## src/lprl_defines.svh

```systemverilog
// Register offsets, reset values and timing counts for the light and proximity result logic
`ifndef LPRL_DEFINES_SVH
`define LPRL_DEFINES_SVH
`define LPRL_OFS_LIGHT_RATE     8'h45
`define LPRL_OFS_PROX_RATE      8'h46
`define LPRL_OFS_AMB_LOW        8'h4C
`define LPRL_OFS_AMB_HIGH       8'h4D
`define LPRL_OFS_PROX_RESULT    8'h4F
`define LPRL_OFS_GAIN           8'h5A
`define LPRL_GAIN_RESET         8'h35
`define LPRL_GAIN_MIN           8'h18
`define LPRL_GAIN_MAX           8'hFE
`define LPRL_RATE_RESET         8'h05
`define LPRL_CLK_HZ             125000000
`define LPRL_FINE_MS            100
`define LPRL_COARSE_MS          16
`define LPRL_PWRUP_MS           2
`define LPRL_RATE_UNIT_MS       100
`define LPRL_MS_CYCLES          (`LPRL_CLK_HZ / 1000)
`define LPRL_FINE_CYCLES        (`LPRL_FINE_MS * `LPRL_MS_CYCLES)
`define LPRL_COARSE_CYCLES      (`LPRL_COARSE_MS * `LPRL_MS_CYCLES)
`define LPRL_PWRUP_CYCLES       (`LPRL_PWRUP_MS * `LPRL_MS_CYCLES)
`define LPRL_COARSE_SHIFT       2
`endif

```

## src/lprl_pkg.sv

```systemverilog
// Types shared by the light and proximity result logic
package lprl_pkg;
  typedef enum logic [2:0] {
    LPRL_ST_IDLE  = 3'b001,
    LPRL_ST_INTEG = 3'b010,
    LPRL_ST_WAIT  = 3'b100
  } lprl_state_t;
  typedef struct packed {
    logic       wr;
    logic [7:0] addr;
    logic [7:0] wdata;
  } lprl_reg_req_t;
  typedef struct packed {
    logic        done;
    logic [15:0] count;
  } lprl_meas_t;
endpackage

```

## src/lprl_interval_timer.sv

```systemverilog
// Down-counting interval timer, reused for integration and repeat timing
module lprl_interval_timer #(
  parameter int WIDTH = 32
) (
  input  wire logic             core_clk,
  input  wire logic             rst_n,
  input  wire logic             clk_en,
  input  wire logic             load,
  input  wire logic [WIDTH-1:0] load_value,
  output logic                  expired
);
  initial
  begin
    if (WIDTH < 2) $error("lprl_interval_timer: WIDTH too small");
  end
  logic [WIDTH-1:0] count;
  logic [WIDTH-1:0] next_count;
  logic             running;
  logic             next_running;
  logic             next_expired;
  always_comb
  begin
    next_count   = count;
    next_running = running;
    next_expired = 1'b0;
    if (load)
    begin
      next_count   = load_value;
      next_running = 1'b1;
    end
    else if (running)
    begin
      if (count <= {{(WIDTH-1){1'b0}}, 1'b1})
      begin
        next_running = 1'b0;
        next_expired = 1'b1;
      end
      else
        next_count = count - {{(WIDTH-1){1'b0}}, 1'b1};
    end
  end
  always_ff @(posedge core_clk)
  begin
    if (!rst_n)
    begin
      count   <= '0;
      running <= 1'b0;
      expired <= 1'b0;
    end
    else if (clk_en)
    begin
      count   <= next_count;
      running <= next_running;
      expired <= next_expired;
    end
  end
endmodule // lprl_interval_timer

```

## src/lprl_result_logic.sv

```systemverilog
// Result formatting, sensitivity and sequencing for the light and proximity sensor
`include "lprl_defines.svh"
module lprl_result_logic #(
  parameter int PWRUP_CYCLES     = `LPRL_PWRUP_CYCLES,
  parameter int FINE_CYCLES      = `LPRL_FINE_CYCLES,
  parameter int COARSE_CYCLES    = `LPRL_COARSE_CYCLES,
  parameter int RATE_UNIT_CYCLES = `LPRL_RATE_UNIT_MS * `LPRL_MS_CYCLES
) (
  input  wire logic       core_clk,
  input  wire logic       rst_n,
  input  wire logic       clk_en,
  input  wire logic       power_on,
  input  wire logic       coarse_mode,
  input  wire logic       reg_wr,
  input  wire logic [7:0] reg_addr,
  input  wire logic [7:0] reg_wdata,
  output logic      [7:0] reg_rdata,
  input  wire logic [15:0] ambient_light_raw,
  input  wire logic       proximity_done,
  input  wire logic [7:0] proximity_log_value,
  output logic            ready,
  output logic            light_busy,
  output logic            int_out,
  output logic            int_oe
);
  localparam int TW = 40;
  initial
  begin
    if (PWRUP_CYCLES < 1 || FINE_CYCLES < 64 || COARSE_CYCLES < 64 || RATE_UNIT_CYCLES < 1)
      $error("lprl_result_logic: timing parameters too small");
  end

  lprl_pkg::lprl_reg_req_t req;
  lprl_pkg::lprl_meas_t    light_meas;
  lprl_pkg::lprl_state_t   state;
  lprl_pkg::lprl_state_t   next_state;
  logic [7:0]  gain;
  logic [7:0]  next_gain;
  logic [7:0]  light_rate;
  logic [7:0]  next_light_rate;
  logic [7:0]  prox_rate;
  logic [7:0]  next_prox_rate;
  logic [15:0] amb_count;
  logic [15:0] next_amb_count;
  logic [7:0]  prox_result;
  logic [7:0]  next_prox_result;
  logic [7:0]  next_reg_rdata;
  logic [31:0] pwrup_cnt;
  logic [31:0] next_pwrup_cnt;
  logic        next_ready;
  logic        next_light_busy;
  logic        integ_load;
  logic        rate_load;
  logic        integ_done;
  logic        rate_done;
  logic        rate_elapsed;
  logic        next_rate_elapsed;
  logic [TW-1:0] integ_len;
  logic [TW-1:0] rate_len;

  assign req = '{wr: reg_wr, addr: reg_addr, wdata: reg_wdata};

  // Integration length: base time times gain over 53, so time and sensitivity track gain
  always_comb
  begin
    integ_len = TW'((coarse_mode ? 64'(COARSE_CYCLES) : 64'(FINE_CYCLES)) * 64'(gain)
                    / 64'(`LPRL_GAIN_RESET));
    rate_len  = TW'(64'(light_rate) * 64'(RATE_UNIT_CYCLES));
  end

  // Coarse mode drops two bits so one count weighs four lux
  always_comb
  begin
    light_meas.done  = integ_done;
    light_meas.count = coarse_mode ? (ambient_light_raw >> `LPRL_COARSE_SHIFT)
                                   : ambient_light_raw;
  end

  lprl_interval_timer #(.WIDTH(TW)) u_integ (
    .core_clk   (core_clk),
    .rst_n      (rst_n),
    .clk_en     (clk_en),
    .load       (integ_load),
    .load_value (integ_len),
    .expired    (integ_done)
  );

  lprl_interval_timer #(.WIDTH(TW)) u_rate (
    .core_clk   (core_clk),
    .rst_n      (rst_n),
    .clk_en     (clk_en),
    .load       (rate_load),
    .load_value (rate_len),
    .expired    (rate_done)
  );

  // Power-up hold-off before the first register access
  always_comb
  begin
    next_pwrup_cnt = pwrup_cnt;
    next_ready     = ready;
    if (!ready)
    begin
      if (pwrup_cnt >= 32'(PWRUP_CYCLES - 1))
        next_ready = 1'b1;
      else
        next_pwrup_cnt = pwrup_cnt + 32'h0000_0001;
    end
  end

  // Measurement sequencer
  always_comb
  begin
    next_state        = state;
    integ_load        = 1'b0;
    rate_load         = 1'b0;
    next_rate_elapsed = rate_elapsed | rate_done;
    case (state)
      lprl_pkg::LPRL_ST_IDLE:
      begin
        if (power_on && ready)
        begin
          integ_load        = 1'b1;
          rate_load         = 1'b1;
          next_rate_elapsed = 1'b0;
          next_state        = lprl_pkg::LPRL_ST_INTEG;
        end
      end
      lprl_pkg::LPRL_ST_INTEG:
      begin
        if (integ_done)
        begin
          if (!power_on)
            next_state = lprl_pkg::LPRL_ST_IDLE;
          else if (rate_elapsed || rate_done)
          begin
            integ_load        = 1'b1;
            rate_load         = 1'b1;
            next_rate_elapsed = 1'b0;
          end
          else
            next_state = lprl_pkg::LPRL_ST_WAIT;
        end
      end
      lprl_pkg::LPRL_ST_WAIT:
      begin
        if (!power_on)
          next_state = lprl_pkg::LPRL_ST_IDLE;
        else if (rate_done)
        begin
          integ_load        = 1'b1;
          rate_load         = 1'b1;
          next_rate_elapsed = 1'b0;
          next_state        = lprl_pkg::LPRL_ST_INTEG;
        end
      end
      default:
        next_state = lprl_pkg::LPRL_ST_IDLE;
    endcase
    next_light_busy = (next_state == lprl_pkg::LPRL_ST_INTEG);
  end

  // Register file and results
  always_comb
  begin
    next_gain        = gain;
    next_light_rate  = light_rate;
    next_prox_rate   = prox_rate;
    next_amb_count   = amb_count;
    next_prox_result = prox_result;
    if (light_meas.done && state == lprl_pkg::LPRL_ST_INTEG)
      next_amb_count = light_meas.count;
    if (proximity_done)
      next_prox_result = proximity_log_value;
    // Gain is taken only while powered down; a write mid-measurement would skew the count
    if (req.wr && ready && !power_on && state == lprl_pkg::LPRL_ST_IDLE)
    begin
      case (req.addr)
        `LPRL_OFS_GAIN:
        begin
          if (req.wdata < `LPRL_GAIN_MIN)
            next_gain = `LPRL_GAIN_MIN;
          else if (req.wdata > `LPRL_GAIN_MAX)
            next_gain = `LPRL_GAIN_MAX;
          else
            next_gain = req.wdata;
        end
        `LPRL_OFS_LIGHT_RATE: next_light_rate = req.wdata;
        `LPRL_OFS_PROX_RATE:  next_prox_rate  = req.wdata;
        default:              next_gain       = gain;
      endcase
    end
    case (reg_addr)
      `LPRL_OFS_AMB_LOW:     next_reg_rdata = amb_count[7:0];
      `LPRL_OFS_AMB_HIGH:    next_reg_rdata = amb_count[15:8];
      `LPRL_OFS_PROX_RESULT: next_reg_rdata = prox_result;
      `LPRL_OFS_GAIN:        next_reg_rdata = gain;
      `LPRL_OFS_LIGHT_RATE:  next_reg_rdata = light_rate;
      `LPRL_OFS_PROX_RATE:   next_reg_rdata = prox_rate;
      default:               next_reg_rdata = 8'h00;
    endcase
    if (!ready)
      next_reg_rdata = 8'h00;
  end

  always_ff @(posedge core_clk)
  begin
    if (!rst_n)
    begin
      state        <= lprl_pkg::LPRL_ST_IDLE;
      gain         <= `LPRL_GAIN_RESET;
      light_rate   <= `LPRL_RATE_RESET;
      prox_rate    <= `LPRL_RATE_RESET;
      amb_count    <= 16'h0000;
      prox_result  <= 8'h00;
      reg_rdata    <= 8'h00;
      pwrup_cnt    <= 32'h0000_0000;
      ready        <= 1'b0;
      light_busy   <= 1'b0;
      rate_elapsed <= 1'b0;
      int_out      <= 1'b0;
      int_oe       <= 1'b0;
    end
    else if (clk_en)
    begin
      state        <= next_state;
      gain         <= next_gain;
      light_rate   <= next_light_rate;
      prox_rate    <= next_prox_rate;
      amb_count    <= next_amb_count;
      prox_result  <= next_prox_result;
      reg_rdata    <= next_reg_rdata;
      pwrup_cnt    <= next_pwrup_cnt;
      ready        <= next_ready;
      light_busy   <= next_light_busy;
      rate_elapsed <= next_rate_elapsed;
      int_out      <= 1'b0;
      int_oe       <= 1'b0;
    end
  end

  AST_GAIN_RANGE: assert property (@(posedge core_clk) disable iff (!rst_n)
    gain >= `LPRL_GAIN_MIN && gain <= `LPRL_GAIN_MAX)
    else $error("gain setting out of range");
  AST_GAIN_FROZEN: assert property (@(posedge core_clk) disable iff (!rst_n)
    power_on && $past(power_on) |-> $stable(gain))
    else $error("gain changed while powered");
  AST_AMB_ONLY_DONE: assert property (@(posedge core_clk) disable iff (!rst_n)
    !$past(integ_done) |-> $stable(amb_count))
    else $error("ambient count changed without completion");
  AST_PROX_ONLY_DONE: assert property (@(posedge core_clk) disable iff (!rst_n)
    !$past(proximity_done) |-> $stable(prox_result))
    else $error("proximity result changed without completion");
  AST_PROX_CAPTURE: assert property (@(posedge core_clk) disable iff (!rst_n)
    proximity_done && clk_en |=> prox_result == $past(proximity_log_value))
    else $error("proximity code not captured");
  AST_BACK_TO_BACK: assert property (@(posedge core_clk) disable iff (!rst_n)
    state == lprl_pkg::LPRL_ST_INTEG && integ_done && power_on && rate_elapsed && clk_en
    |=> state == lprl_pkg::LPRL_ST_INTEG)
    else $error("next measurement not started at once");
  AST_NO_DRIVE_INT: assert property (@(posedge core_clk) disable iff (!rst_n)
    !int_oe)
    else $error("interrupt pin driven");
  AST_READ_LOW: assert property (@(posedge core_clk) disable iff (!rst_n)
    ready && clk_en && reg_addr == `LPRL_OFS_AMB_LOW && !integ_done
    |=> reg_rdata == amb_count[7:0])
    else $error("low byte read mismatch");
  AST_NOT_READY_ZERO: assert property (@(posedge core_clk) disable iff (!rst_n)
    !$past(ready) |-> reg_rdata == 8'h00)
    else $error("read answered before power-up delay");
endmodule // lprl_result_logic

```

## config.mk

```make
export PLATFORM = sky130hd
export DESIGN_NAME = lprl_result_logic
export DESIGN_NICKNAME = d
export VERILOG_FILES = /design/src/lprl_pkg.sv /design/src/lprl_interval_timer.sv /design/src/lprl_result_logic.sv
export VERILOG_INCLUDE_DIRS = /design/src
export SDC_FILE = /design/constraint.sdc
export NUM_CORES = 1
export LEC_CHECK = 0
export BUFFER_PORTS_ARGS = -buffer_cell sky130_fd_sc_hd__buf_2
export CAP_MARGIN = 20
export CELL_PAD_IN_SITES_DETAIL_PLACEMENT = 1
export CELL_PAD_IN_SITES_GLOBAL_PLACEMENT = 1
export CORE_MARGIN = 4
export CORE_UTILIZATION = 50
export CTS_CLUSTER_SIZE = 25
export DETAILED_ROUTE_END_ITERATION = 12
export GPL_TIMING_DRIVEN = 1
export PLACE_DENSITY_LB_ADDON = 0.1
export SLEW_MARGIN = 40
export SYNTH_ARGS = -nofsm -noshare
export SYNTH_HDL_FRONTEND = slang
export SYNTH_SLANG_ARGS = --single-unit
```

## constraint.sdc

```tcl
create_clock -name core_clk -period 99.4 [get_ports core_clk]
set_input_delay 29.82 -clock core_clk [delete_from_list [all_inputs] [get_ports core_clk]]
set_output_delay 29.82 -clock core_clk [all_outputs]
set_load 0.02 [all_outputs]
```

==> impl_metrics.ini <==
[cts]
root_buffer = clkbuf_16
clkTransAtPathRegs_ns = 0.08
post_cts_resized = 0
htreeDepth = 4
clk_path_buf_depth = 2
cts_inserted_buffers = 17
cts_hold_buf = 0
clkSinkCount = 178
postCtsSetupRepairBufs = 0
cts_tree = yes
clock_latency_ns = 0.45

[global_routing]
grt_start_max_net_pins = 61
overflow = 0
grt_pass1_vias = 35108
grt_pass1_wl_um = 188200
grt_use_total_pct = 31.44
antenna_found_initial = 3

[synth]
yosysUniqueCellTypes = 156
syn-instance-count = 4543
yosys_warnings = 0
ys_seq_area_share_pct = 10.75
synth.top_cell.area_share_pct = 10.75
synth_top_area_cell = dfxtp_1
synthFlopType = dfxtp_1
synth_async_sr_flop_share_pct = 0
synthTopCellsByArea = dfxtp_1 (11%), xnor2_1 (6.6%), fa_1 (5.6%), ha_1 (4.8%), a21oi_1 (4.5%)
synth_area_um2 = 33160
ys_top_cells_by_count = nand2_1 (389), nor2_1 (374), a21oi_1 (299)
synth-edff-count = 0
avgSynthCellArea_um2 = 7.300
synth.most_common_cell = nand2_1
ys_ff_latch = 178

[setup_path]
path_max_fanout = 33
cp.required_ns = 99.72
critPathLaunchType = input pin
critPathMaxStageDelay_ns = 0.82
path_class = in -> reg
worst-path-buf-inv = 6
slowest_stage = or4_1
crit_path_end_kind = flip-flop
worstPathArrival_ns = 67.53
crit_family = compound AO/OA/AOI/OAI gates

[detailed_routing]
viasPerCell = 6.631
first_iter_violations = 2585
met2_length_um = 55820
wl_met1_um = 53220
vias = 35402
wl_met3_um = 3856
wl_um = 116000
wl_per_cell_um = 21.73
drc = 0
first_pass_iters = 6
top_layer = met4
ant_nets = 0

[flow_run]
drv_cap = 0

[timing]
fin_tns_setup_ns = 0
hold_viol_final = 0
clock_skew_ns = 0.01464
post-route-period-util_pct = 67.61
worstMarginPinSlew_ns = 0.8741
rsz0062_at_grt = no
fin_crit_ns = 67.21
fmax_ghz = 0.01488
maxSlewViolCount = 0
finalSetupViolations = 0
relSlewSlack_pct = 41.73

[floorplanning]
placementRows = 94
core_um2 = 65750
die-height_um = 265.5
io_pins = 59
chipWidth_um = 265.5
initial_core_util_pct = 50.44
die_area_um2 = 70510

[placed_design]
dp_hpwl_um = 91340
io_buffer_count = 56
place_congestion = 0.9254

[layout]
multiInputGateArea_um2 = 28150
layout.nets = 4725
area_delta_synth_final_pct = 5.192
fillerInstances = 8568
drive_above_1_share_pct = 8.721
seq_area_um2 = 3563
final_core_util_pct = 53.06

[hold_path]
min_path_type = reg -> reg

[outcome]
status = completed
==> area by class of cell <==
cell class,count,area share [%]
diodes,3,0.02152
multi-input cells,3941,80.70
repair buffers,107,1.894
clock inverters,15,0.5416
clock buffers,17,1.220
well taps,864,3.099
inverters,214,2.310
flip-flops and latches,178,10.22
==> routing by layer <==
layer / up-vias / global-route usage, %
met3: 188 / 1.776
met5: - / 0
li1: 16887 / -
met2: 787 / 54.69
met1: 17540 / 42.63
met4: 0 / 8.210
==> flip-flops by register name, summed over array words and instances (netlist names) <==
name and count:
light_busy 1, reg_rdata 8, light_rate 8, state 3
gain 8, rate_elapsed 1, u_integ.count 40, amb_count 16
u_integ.running 1, u_rate.running 1, pwrup_cnt 32, prox_rate 8
u_rate.expired 1, u_integ.expired 1, prox_result 8, ready 1
u_rate.count 40
==> kinds of logic (layout without fill, tap and decap cells) <==
logic type / count (synthesis) / count (layout) / share of synthesized area, %
and+or+nand+nor: 1807 / 1807 / 28.47
AOI/OAI and AO/OA: 1411 / 1411 / 30.89
buffers and inverters: 430 / 353 / 5.437
xor gates and xnor gates: 361 / 361 / 9.814
adders and majority gates: 234 / 234 / 10.82
DFF: 178 / 178 / 10.75
muxes: 120 / 120 / 3.796
other: 2 / 11 / 0.02265
==> cells in the final DEF (no fill, tap or decap), types with 97 or more instances in the layout <==
cell type	synthesis	routed
nand3_1	156	156
o21ai_0	224	223
xnor2_1	250	240
inv_1	206	206
nand2_1	389	388
and2_1	102	101
dfxtp_1	178	178
ha_1	126	126
xor2_1	102	97
a21oi_1	299	296
nor2_1	374	371
nor3_1	191	187
==> path summary, 6_finish.rpt <==
path,startpoint,end,slack (ns),depth (start not counted)
hold reg to reg,light_busy$_SDFFE_PN0P_,light_busy$_SDFFE_PN0P_,0.46,1
setup reg to reg,gain[6]$_SDFFE_PN0P_,u_integ.count[0]$_SDFFE_PN0P_,61.24,103
hold / removal,light_busy$_SDFFE_PN0P_,light_busy$_SDFFE_PN0P_,0.46,1
setup / recovery,coarse_mode,u_integ.count[0]$_SDFFE_PN0P_,32.19,103
==> per-stage QoR <==
stage	cells	setup slack [ns]	instance area, um2	hold slack [ns]
CTS	5333	31.51	34730	0.4664
floorplan	4549	40.20	33180	0.4302
detailed placement	5301	31.08	34110	0.4450
finish	5339	32.19	34880	0.4629
global placement	5300	31.61	33960	0.4356
global route	5338	29.05	34880	0.4811
Power is left out: the tool's default activity adds up to more than one toggle a clock period on the data nets, which glitch-free logic cannot reach.
